--- src/ppc_pkg.sv ---
// package: register map, field positions, reset values and timing for port control
package ppc_pkg;
   localparam int unsigned NUM_PORTS = 8;
   localparam logic [4:0] REG_FAST = 5'h1d;
   localparam logic [4:0] REG_SLOW = 5'h1e;
   // fast path control fields
   localparam int unsigned F_PACKET_ERROR_REPORT_EN = 8;
   localparam int unsigned F_STRETCH = 7;
   localparam int unsigned F_CODEC = 6;
   localparam int unsigned F_ALIGN = 5;
   localparam int unsigned F_SCRAM = 4;
   localparam int unsigned F_CARIN = 3;
   localparam int unsigned F_JAM = 2;
   localparam int unsigned F_FEF = 1;
   localparam int unsigned F_FIBER = 0;
   // slow path control fields
   localparam int unsigned S_TXTEST = 15;
   localparam int unsigned S_LOWPWR = 14;
   localparam int unsigned S_JABBER = 13;
   localparam int unsigned S_LINK = 6;
   localparam int unsigned S_HBT = 5;
   localparam int unsigned S_LONG = 4;
   localparam int unsigned S_POLFIX = 3;
   localparam int unsigned S_RSVD = 2;
   localparam int unsigned S_SERIAL = 1;
   localparam int unsigned S_NOLP = 0;
   localparam logic [8:0] FAST_RESET = 9'h001;
   localparam logic [15:0] SLOW_RESET = 16'h0000;
   localparam logic [15:0] FAST_RD_MASK = 16'h01ff;
   localparam logic [15:0] SLOW_RD_MASK = 16'he07f;
   localparam logic [1:0] RXD_UNLOCKED_CODE = 2'h2;
   // led stretch window, nominal 42 ms at 125 MHz
   localparam int unsigned STRETCH_MS = 42;
   localparam int unsigned CLK_KHZ = 125000;
   localparam int unsigned STRETCH_CYCLES = STRETCH_MS * CLK_KHZ;
   // 10 MHz tx test: toggle enable every 6 or 7 cycles approximated by 6
   localparam int unsigned CLK_MHZ = 125;
   localparam int unsigned TXTEST_MHZ = 10;
   localparam int unsigned TXTEST_HALF = CLK_MHZ / (2 * TXTEST_MHZ);
   typedef struct packed {
      logic scramble_bypass;
      logic symbol_align_bypass;
      logic carrier_integrity_en;
      logic far_end_fault_en;
      logic fiber_mode;
      logic tp_mode_en;
      logic low_power_disable;
      logic jabber_off;
      logic enhanced_link_integrity;
      logic heartbeat_en;
      logic long_line_squelch;
      logic polarity_fix_en;
      logic serial_mode;
      logic no_link_pulse_mode;
   } ppc_cfg_t;
   typedef struct packed {
      logic scramble_bypass;
      logic carrier_integrity_en;
      logic fiber_mode_strap;
      logic enhanced_link_integrity;
   } ppc_strap_t;
endpackage

--- src/ppc_regs.sv ---
// per-port control registers for eight channels, with derived settings
`timescale 1ns/10ps
`default_nettype none
// Operation
// - packet error code on receive data when enabled
// - stretch activity and collision leds
// - aligner bypass disables symbol alignment
// - scramble bypass is register or strap
// - carrier integrity is register or strap
// - far-end fault enable, reset zero
// - fiber mode register or strap, resets one
// - transmit test sends ones at 10 MHz in slow mode while the slow path is powered
// - low-power disable keeps slow logic powered while link is up
// - jabber off disables jabber
// - enhanced link integrity register or strap
// - heartbeat enable in slow mode only
// - long line selects reduced squelch in slow mode only
// - autopolarity corrects reversal in slow mode unless disabled
// - read-only polarity corrected flag
// - serial select ignored at fast speed
// - no link pulse ignored at fast speed
module ppc_regs #(
   parameter int unsigned STRETCH_CYCLES = ppc_pkg::STRETCH_CYCLES
) (
   input wire logic mclk, // port clock
   input wire logic rst_n, // synchronous reset, active low
   input wire logic [2:0] mgmt_port, // management port address
   input wire logic [4:0] mgmt_reg, // management register address
   input wire logic mgmt_wr, // write strobe
   input wire logic mgmt_rd, // read strobe
   input wire logic [15:0] mgmt_wdata, // write data
   output logic [15:0] mgmt_rdata, // read data, one cycle after strobe
   output logic mgmt_rvalid, // read data valid pulse
   input wire logic [7:0] strap_scramble_bypass, // strap pins
   input wire logic [7:0] strap_carrier_integrity, // strap pins
   input wire logic [7:0] fiber_mode_strap, // strap pins
   input wire logic [7:0] strap_enhanced_link, // strap pins
   input wire logic [7:0] speed_100, // per-port speed, same domain
   input wire logic [7:0] link_up, // per-port link status, same domain
   input wire logic [7:0] rx_active, // per-port receive activity
   input wire logic [7:0] polarity_reversed, // reversal detected
   input wire logic [7:0] rx_err_in, // receive error request
   input wire logic [7:0] activity_raw, // raw activity indicator
   input wire logic [7:0] collision_raw, // raw collision indicator
   output logic [7:0] receive_error_out, // receive error to mac
   output logic [15:0] rxd_error_code, // 2 bits per port
   output logic [7:0] activity_led, // stretched activity
   output logic [7:0] collision_led, // stretched collision
   output logic [7:0] slow_tx_test_pattern, // 10 MHz ones pattern
   output logic [7:0] slow_powered, // slow path power enable
   output logic [7:0] polarity_invert, // polarity correction applied
   output logic [7:0] polarity_corrected_flag, // status flag
   output ppc_pkg::ppc_cfg_t [7:0] cfg // per-port settings
);
   // ------------------------------------------------------------
   // strap synchronisers
   // ------------------------------------------------------------
   ppc_pkg::ppc_strap_t [7:0] strap_meta;
   ppc_pkg::ppc_strap_t [7:0] strap_sync;
   ppc_pkg::ppc_strap_t [7:0] strap_raw;
   logic [8:0] fast [8];
   logic [15:0] slow [8];
   logic [8:0] next_fast [8];
   logic [15:0] next_slow [8];
   logic [15:0] next_rdata;
   logic [7:0] act_str;
   logic [7:0] col_str;
   logic [3:0] tx_div;
   logic [3:0] next_tx_div;
   logic tx_tick;
   ppc_pkg::ppc_cfg_t [7:0] next_cfg;
   logic [7:0] next_rx_err;
   logic [15:0] next_code;
   logic [7:0] next_test;
   logic [7:0] next_power;
   logic [7:0] next_invert;
   logic [7:0] next_polflag;

   always_comb begin
      for (int p = 0; p < 8; p++) begin
         strap_raw[p].scramble_bypass = strap_scramble_bypass[p];
         strap_raw[p].carrier_integrity_en = strap_carrier_integrity[p];
         strap_raw[p].fiber_mode_strap = fiber_mode_strap[p];
         strap_raw[p].enhanced_link_integrity = strap_enhanced_link[p];
      end
   end

   always_ff @(posedge mclk) begin
      if (!rst_n) begin
         strap_meta <= '0;
         strap_sync <= '0;
      end else begin
         strap_meta <= strap_raw;
         strap_sync <= strap_meta;
      end
   end

   // ------------------------------------------------------------
   // register write path
   // ------------------------------------------------------------
   always_comb begin
      for (int p = 0; p < 8; p++) begin
         next_fast[p] = fast[p];
         next_slow[p] = slow[p];
         if (mgmt_wr && (mgmt_port == 3'(p))) begin
            if (mgmt_reg == ppc_pkg::REG_FAST) begin
               next_fast[p] = mgmt_wdata[8:0];
            end
            if (mgmt_reg == ppc_pkg::REG_SLOW) begin
               // unused field not stored, reserved bit kept
               next_slow[p] = mgmt_wdata & ppc_pkg::SLOW_RD_MASK;
            end
         end
      end
   end

   always_ff @(posedge mclk) begin
      for (int p = 0; p < 8; p++) begin
         if (!rst_n) begin
            fast[p] <= ppc_pkg::FAST_RESET;
            slow[p] <= ppc_pkg::SLOW_RESET;
         end else begin
            fast[p] <= next_fast[p];
            slow[p] <= next_slow[p];
         end
      end
   end

   // ------------------------------------------------------------
   // read path
   // ------------------------------------------------------------
   always_comb begin
      next_rdata = 16'h0000;
      if (mgmt_rd) begin
         if (mgmt_reg == ppc_pkg::REG_FAST) begin
            next_rdata = {7'h00, fast[mgmt_port]};
         end else if (mgmt_reg == ppc_pkg::REG_SLOW) begin
            next_rdata = slow[mgmt_port];
         end
      end
   end

   always_ff @(posedge mclk) begin
      if (!rst_n) begin
         mgmt_rdata <= 16'h0000;
         mgmt_rvalid <= 1'b0;
      end else begin
         mgmt_rdata <= next_rdata;
         mgmt_rvalid <= mgmt_rd;
      end
   end

   // ------------------------------------------------------------
   // 10 MHz test divider
   // ------------------------------------------------------------
   always_comb begin
      tx_tick = (tx_div == 4'(ppc_pkg::TXTEST_HALF - 1));
      next_tx_div = tx_tick ? 4'h0 : tx_div + 4'h1;
   end

   always_ff @(posedge mclk) begin
      if (!rst_n) begin
         tx_div <= 4'h0;
      end else begin
         tx_div <= next_tx_div;
      end
   end

   // ------------------------------------------------------------
   // per-port derived settings
   // ------------------------------------------------------------
   genvar g;
   generate
      for (g = 0; g < 8; g++) begin : g_port
         ppc_stretch #(.CYCLES(STRETCH_CYCLES)) u_act (
            .mclk(mclk),
            .rst_n(rst_n),
            .en(fast[g][ppc_pkg::F_STRETCH]),
            .raw(activity_raw[g]),
            .led(act_str[g])
         );
         ppc_stretch #(.CYCLES(STRETCH_CYCLES)) u_col (
            .mclk(mclk),
            .rst_n(rst_n),
            .en(fast[g][ppc_pkg::F_STRETCH]),
            .raw(collision_raw[g]),
            .led(col_str[g])
         );
      end
   endgenerate

   always_comb begin
      for (int p = 0; p < 8; p++) begin
         logic fib;
         logic slow_mode;
         fib = fast[p][ppc_pkg::F_FIBER] | strap_sync[p].fiber_mode_strap;
         slow_mode = !speed_100[p] && !fib;
         next_cfg[p].fiber_mode = fib;
         next_cfg[p].tp_mode_en = !fib;
         next_cfg[p].scramble_bypass =
            fast[p][ppc_pkg::F_SCRAM] | strap_sync[p].scramble_bypass;
         next_cfg[p].symbol_align_bypass = fast[p][ppc_pkg::F_ALIGN];
         next_cfg[p].carrier_integrity_en =
            fast[p][ppc_pkg::F_CARIN] | strap_sync[p].carrier_integrity_en;
         next_cfg[p].far_end_fault_en = fast[p][ppc_pkg::F_FEF];
         next_cfg[p].low_power_disable = slow[p][ppc_pkg::S_LOWPWR];
         next_cfg[p].jabber_off = slow[p][ppc_pkg::S_JABBER];
         next_cfg[p].enhanced_link_integrity =
            slow[p][ppc_pkg::S_LINK] | strap_sync[p].enhanced_link_integrity;
         next_cfg[p].heartbeat_en = slow[p][ppc_pkg::S_HBT] && slow_mode;
         next_cfg[p].long_line_squelch = slow[p][ppc_pkg::S_LONG] && slow_mode;
         next_cfg[p].polarity_fix_en = !slow[p][ppc_pkg::S_POLFIX] && slow_mode;
         next_cfg[p].serial_mode = slow[p][ppc_pkg::S_SERIAL] && slow_mode;
         next_cfg[p].no_link_pulse_mode = slow[p][ppc_pkg::S_NOLP] && slow_mode;
         // unlocked code only reported with the error strobe
         next_rx_err[p] = rx_err_in[p];
         next_code[2 * p +: 2] = (rx_err_in[p] && fast[p][ppc_pkg::F_PACKET_ERROR_REPORT_EN]) ?
            ppc_pkg::RXD_UNLOCKED_CODE : 2'h0;
         next_power[p] = (slow[p][ppc_pkg::S_LOWPWR] && link_up[p]) || rx_active[p];
         // test pattern runs only while slow path is powered
         next_test[p] = slow[p][ppc_pkg::S_TXTEST] && slow_mode && next_power[p] ?
            (tx_tick ? !slow_tx_test_pattern[p] : slow_tx_test_pattern[p]) : 1'b0;
         next_invert[p] = polarity_reversed[p] && next_cfg[p].polarity_fix_en;
         next_polflag[p] = next_invert[p];
      end
   end

   always_ff @(posedge mclk) begin
      if (!rst_n) begin
         cfg <= '0;
         receive_error_out <= 8'h00;
         rxd_error_code <= 16'h0000;
         activity_led <= 8'h00;
         collision_led <= 8'h00;
         slow_tx_test_pattern <= 8'h00;
         slow_powered <= 8'h00;
         polarity_invert <= 8'h00;
         polarity_corrected_flag <= 8'h00;
      end else begin
         cfg <= next_cfg;
         receive_error_out <= next_rx_err;
         rxd_error_code <= next_code;
         activity_led <= act_str;
         collision_led <= col_str;
         slow_tx_test_pattern <= next_test;
         slow_powered <= next_power;
         polarity_invert <= next_invert;
         polarity_corrected_flag <= next_polflag;
      end
   end
endmodule
`default_nettype wire

--- src/ppc_stretch.sv ---
// led pulse stretcher, holds an indicator for a programmable window
`timescale 1ns/10ps
`default_nettype none
module ppc_stretch #(
   parameter int unsigned CYCLES = ppc_pkg::STRETCH_CYCLES
) (
   input wire logic mclk, // port clock
   input wire logic rst_n, // synchronous reset
   input wire logic en, // stretching on
   input wire logic raw, // raw indicator
   output logic led // stretched indicator
);
   logic [23:0] cnt;
   logic [23:0] next_cnt;
   logic next_led;
   always_comb begin
      next_cnt = cnt;
      next_led = raw;
      if (en) begin
         // a fresh event restarts the window, so the led stays on for one window after the last event
         if (raw) begin
            next_cnt = 24'(CYCLES);
         end else if (cnt != 24'h000000) begin
            next_cnt = cnt - 24'h000001;
         end
         next_led = raw || (cnt != 24'h000000);
      end else begin
         next_cnt = 24'h000000;
      end
   end
   always_ff @(posedge mclk) begin
      if (!rst_n) begin
         cnt <= 24'h000000;
         led <= 1'b0;
      end else begin
         cnt <= next_cnt;
         led <= next_led;
      end
   end
endmodule
`default_nettype wire
--- config.mk ---
export PLATFORM = sky130hd
export DESIGN_NAME = ppc_regs
export DESIGN_NICKNAME = d
export VERILOG_FILES = /design/src/ppc_pkg.sv /design/src/ppc_regs.sv /design/src/ppc_stretch.sv
export SDC_FILE = /design/constraint.sdc
export NUM_CORES = 1
export LEC_CHECK = 0
export BUFFER_PORTS_ARGS = -buffer_cell sky130_fd_sc_hd__buf_2
export CAP_MARGIN = 20
export CELL_PAD_IN_SITES_DETAIL_PLACEMENT = 1
export CELL_PAD_IN_SITES_GLOBAL_PLACEMENT = 1
export CORE_UTILIZATION = 47
export CTS_CLUSTER_DIAMETER = 150
export DETAILED_ROUTE_END_ITERATION = 8
export GPL_ROUTABILITY_DRIVEN = 0
export PLACE_DENSITY_LB_ADDON = 0.1
export REMOVE_ABC_BUFFERS = 1
export SLEW_MARGIN = 20
export SYNTH_ARGS = -nofsm -noshare
export SYNTH_HDL_FRONTEND = slang
export SYNTH_SLANG_ARGS = --single-unit
--- constraint.sdc ---
create_clock -name mclk -period 7.6 [get_ports mclk]
set_input_delay 0.76 -clock mclk [delete_from_list [all_inputs] [get_ports mclk]]
set_output_delay 0.76 -clock mclk [all_outputs]
set_load 0.005 [all_outputs]
Yosys cells after proc, flatten, opt, wreduce, memory -nomap -nowiden. Memory sizes are Yosys's and may differ from the RTL's. Cells that the tools add are included. W data, S select, Z words.

Add/sub/neg operators: 17. Equality and inequality tests: 10. Muxes and demuxes: 108. Bitwise logic cells: 59. Reductions and logical operators: 220.

Operators by type and width (count): $mux W23 (32); $mux W16 (24); $reduce_bool A24 Y1 (16); $sub A24 B1 Y24 const B (16); $mux W9 (26); $logic_and A1 B1 Y1 (96); $or A1 B1 Y1 (48); $reduce_or A3 Y1 (16); $reduce_and A2 Y1 (17); $logic_not A1 Y1 (32); $reduce_bool A2 Y1 (16); $logic_or A1 B1 Y1 (24); $mux W1 (18); $mux W2 (8); $eq A3 B3 Y1 const B (4); $not A1 Y1 (11); $eq A5 B5 Y1 const B (2); $eq A3 B2 Y1 const B (2); $add A4 B1 Y4 const B (1); $eq A4 B3 Y1 const B (1); $reduce_or A4 Y1 (1); $eq A3 B1 Y1 const B (1); $logic_not A3 Y1 (1); $reduce_or A2 Y1 (1).

Flip-flop bits (word level): 661. Memory bits (writable): 200. Output and inout bits: 201. Word-level logic and storage cells: 658. Memories: 2.

Memories: slow (words 8, bits a word 16, read ports 9, clocked after memory_dff 0, write ports 8, RTL line ppc_regs.sv:62) `logic [15:0] slow [8];`; fast (words 8, bits a word 9, read ports 9, clocked after memory_dff 0, write ports 8, RTL line ppc_regs.sv:61) `logic [8:0] fast [8];`.

Depth between registers and ports, before layout. An unclocked memory read counts as a cell.

Depth after elaboration: 7. Gate-level depth with buffers: 10.

Hierarchy. From an unflattened synthesis, not the netlist that was laid out.

Cells, all modules: 3549. Area total of the unflattened synthesis: 34097.7 µm².

Modules (own cells, without submodules): ppc_regs (instances 1, cells each 1220, area an instance 13659.4 µm²); ppc_stretch at g_port[0].u_act ... (instances 8, cells each 146, area an instance 1263.7 µm²); ppc_stretch at g_port[4].u_act ... (instances 7, cells each 146, area an instance 1296.2 µm²); ppc_stretch at g_port[7].u_col (instances 1, cells each 139, area an instance 1255.0 µm²).

Least setup slack after synthesis. No wires, ideal clock.

Kind: input -> register. From: in mgmt_port[0]. To: reg mgmt_rdata[15]. Library setup time: 0.130 ns. Arrival time: 2.693 ns. Required time: 7.470 ns. Slack: 4.777 ns. Cell stages on the path: 6. Buffers on the path: 3. Cells stage by stage: clkbuf_1 > buf_1 > clkbuf_1 > mux4_2 > mux2i_1 > nor3_1.

Cells in the longest elaborated chain, start to end: 1.

Ends and longest elaborated chain: from (decl) (RTL line ppc_regs.sv:27) `input wire logic [2:0] mgmt_port,`; $mem_v2 Z8 W16; to (signal assigned) (RTL line ppc_regs.sv:148) `mgmt_rdata <= next_rdata;`; to (decl) (RTL line ppc_regs.sv:32) `output logic [15:0] mgmt_rdata,`.

No other way between the ends. A chain may end at the register's enable or synchronous reset.

Final worst setup path.
From: reg g_port[6].u_col.cnt[6]. To: reg g_port[6].u_col.cnt[7].

Cells in the longest elaborated chain, start to end: 3. Elaborated cells on any way between the ends: 5. Those cells by class: add/sub (1); mux (2); reduce/logical (2).

Ends and longest elaborated chain: from (decl) (RTL line ppc_stretch.sv:13) `logic [23:0] cnt;`; from (signal assigned) (RTL line ppc_stretch.sv:36) `cnt <= next_cnt;`; $sub A24 B1 Y24 (RTL line ppc_stretch.sv:24) `next_cnt = cnt - 24'h000001;`; $mux W23 (RTL line ppc_stretch.sv:23) `end else if (cnt != 24'h000000) begin`; $mux W23 (RTL line ppc_stretch.sv:21) `if (raw) begin`.

Parallel ways exist; a longest one is shown, timed or not. The select of a mux whose other input is x is not followed.

==> flow_metrics.py <==
metrics = {
    "status": {
        "status": "finished, final reports clean",
    },
    "synth": {
        "synthAdderAreaFrac_pct": 1.20,
        "synth_top_area_share_pct": 49.7,
        "yosysMostFrequentCell": "dfxtp_1",
        "synth-compound-area-share_pct": 10.4,
        "synthMuxAreaShare_pct": 4.75,
        "yosys-top-cells-count": "dfxtp_1 (801), nor2_1 (340), nand2_1 (216)",
        "yosysSeqAreaShare_pct": 49.7,
        "netlist_area_um2": 32300,
        "async_flop_share_pct": 0,
        "yosys_register_bits": 801,
        "synth-simple-area-share_pct": 22.8,
        "yosys-top-cells-area": "dfxtp_1 (50%), xnor2_1 (4.7%), nor2_1 (4.0%)",
        "ys_types": 66,
        "synth_cells": 3406,
        "synth_top_family_by_area": "simple AND/OR/NAND/NOR gates",
        "ys.flop_type": "dfxtp_1",
        "syn_avg_cell_area_um2": 9.47,
        "ys_warn_count": 0,
        "synth_edf_count": 0,
        "synth_area_leader_cell": "dfxtp_1",
        "synth_xor_area_share_pct": 8.36,
    },
    "setup_path": {
        "crit_buf_inv": 0,
        "path_cells": "nor4_1 > nand4_1 > o211ai_1 > nor2_1 > xnor2_1 > a21oi_1",
        "required_ns": 8.08,
        "start_kind": "register",
        "path_depth": 6,
        "slowest_stage": "o211ai_1",
        "crit_path_max_fanout": 11,
        "rr_worst_depth": 6,
        "crit_arrival_ns": 3.35,
        "max_stage_delay_ns": 0.83,
        "critical_path.top_delay_family": "simple AND/OR/NAND/NOR gates",
        "end_kind": "register",
        "crit_type": "register to register",
    },
    "die": {
        "die_x_um": 264,
        "boundaryPins": 317,
        "die-area_um2": 69700,
        "core_um2": 67500,
        "initial_core_util_pct": 47.8,
        "num_rows": 95,
        "die_y_um": 264,
    },
    "sta": {
        "tightest_slew_ns": 0.994,
        "whs_ns": 0.325,
        "setup_viol": 0,
        "relSlewSlack_pct": 33.2,
        "max_freq_mhz": 348,
        "period_minus_slack_ns": 2.87,
        "skew_ns": 0.0226,
        "fin_crit_sh_pct": 37.8,
        "hold_viol_final": 0,
        "maxSlewViolCount": 0,
        "rsz0062_at_grt": "no",
        "tns_ns": 0,
    },
    "hold_path": {
        "hold_path_class": "primary input to register",
        "min_path_cells": 2,
    },
    "placement": {
        "place_area_um2": 34400,
        "portBuffers": 300,
        "hpwl_um": 60000,
    },
    "power": {
        "sw_frac_of_total_pct": 21.8,
        "pwr-share-comb_pct": 2.5,
        "power_per_cell_area_nw_per_um2": 233,
        "power_frac_seq_pct": 49.0,
        "power_frac_clock_pct": 48.5,
        "peakVddDrop_mv": 0.182,
        "power.switching_mw": 1.89,
        "leakage_nw": 14.6,
        "p_int_mw": 6.79,
    },
    "global_routing": {
        "antenna_found_initial": 6,
        "grt_use_total_pct": 25.0,
        "grt_first_pass_wirelength_um": 143000,
        "grt_max_degree": 205,
        "grt_pass1_vias": 27200,
        "grt-ovfl-total": 0,
    },
    "clocking": {
        "cts_tree": "built",
        "cts_buffers": 87,
        "cts_setup_buffers": 0,
        "cts.path.max_buffers": 3,
        "clkLatencyLatePin_ns": 0.64,
        "cts.sinks": 801,
        "clk_pin_slew_worst_paths_ns": 0.06,
        "root_buffer": "clkbuf_16",
        "cts_resized": 0,
        "cts_max_level": 3,
        "postCtsHoldBufs": 0,
    },
    "final_layout": {
        "stdcell_area_um2": 37300,
        "final_layout_size_suffix_gt1_share_pct": 14.4,
        "nNetsFinal": 3801,
        "final.fill_count": 7689,
        "syn_to_final_growth_pct": 15.5,
    },
    "drt": {
        "viasPerCell": 5.57,
        "drt-pass1-iter-count": 7,
        "drt_iter0_drc": 1191,
        "dr_total_vias": 25600,
        "wl_per_cell_um": 19.1,
        "drc_errors": 0,
        "ant_nets": 0,
        "routed_wl_um": 87900,
    },
    "run": {
        "cap_violations": 0,
    },
}
per-layer routing:
metal  vias up  routed length (um)  global-route usage [%]
li1      12300                   -                       -
met1     12700               38200                    30.5
met2       416               43400                    44.0
met3       155                3490                    4.18
met4         6                2860                    9.00
met5         -                  45                       0
placed cells by master, fill, tap and decap left out, types with 19 or more instances in the layout:
cell type / instances
o31ai_1: 19
o21ai_0: 120
ha_1: 31
a21oi_1: 182
a211oi_1: 23
xnor2_1: 173
dfxtp_1: 801
nand3_1: 88
nor4_1: 97
or4_1: 44
nor3_1: 122
inv_1: 37
nor2_1: 340
buf_2: 300
xor2_1: 135
nand2b_1: 26
a21boi_0: 88
and2_1: 141
mux2i_1: 63
nor2b_1: 87
nand4_1: 24
or3_1: 49
and3_1: 51
nand2_1: 216
clkbuf_16: 88
clkbuf_8: 27
mux4_2: 38
o21a_1: 63
state kept, by name, summed over array words and instances, names as in the netlist, 12 cells and up:
name / cells
cfg: 112
fast: 72
g_port.u_act.cnt: 192
g_port.u_col.cnt: 192
mgmt_rdata: 12
slow: 80
strap_meta: 32
strap_sync: 32
through the flow:
| stage | util, % | cells | power, mW | setup slack [ns] |
|---|---|---|---|---|
| finish | 55.2 | 4599 | 8.68 | 4.73 |
| global route | 55.2 | 4597 | 8.96 | 4.50 |
| CTS | 55.2 | 4595 | 8.78 | 4.66 |
| detailed placement | 50.9 | 4438 | 4.56 | 4.03 |
| global placement | 50.9 | 4437 | 4.55 | 4.06 |
| floorplan | - | 3245 | 4.42 | 3.51 |
final cells by class:
type | instances | area [um2] | share of cell area (%)
antenna | 4 | 10.0 | 0.0269
clock inverter | 24 | 234 | 0.628
multi-input combinational | 2395 | 15400 | 41.3
clock buffer | 133 | 2640 | 7.09
inverter | 49 | 184 | 0.494
tap | 873 | 1090 | 2.93
sequential | 801 | 16000 | 43.0
timing repair buffer | 320 | 1670 | 4.49
path summary, 6_finish.rpt:
kind,startpoint,to,slack [ns]
max,g_port[6].u_col.cnt[6],g_port[6].u_col.cnt[7],4.73
max reg2reg,g_port[6].u_col.cnt[6],g_port[6].u_col.cnt[7],4.73
min reg2reg,g_port[0].u_act.led,activity_led[0],0.42
min,strap_enhanced_link[6],strap_meta[24],0.32
power groups by stage:
stage	Combinational (mW)	Clock, mW	Sequential [mW]
global placement	0.210	0	4.34
finish	0.216	4.21	4.25
floorplan	0.0785	0	4.34
CTS	0.218	4.31	4.25
detailed placement	0.216	0	4.34
global route	0.236	4.48	4.25
cell families after synthesis:
kind of cell    after synthesis
simple gates               1396
flops                       801
compound gates              543
mux                         105
other cells                   1
fa+ha+maj                    31
buf+inv                     221
xor+xnor                    308
No activity file was read; power rests on OpenSTA's default activity.
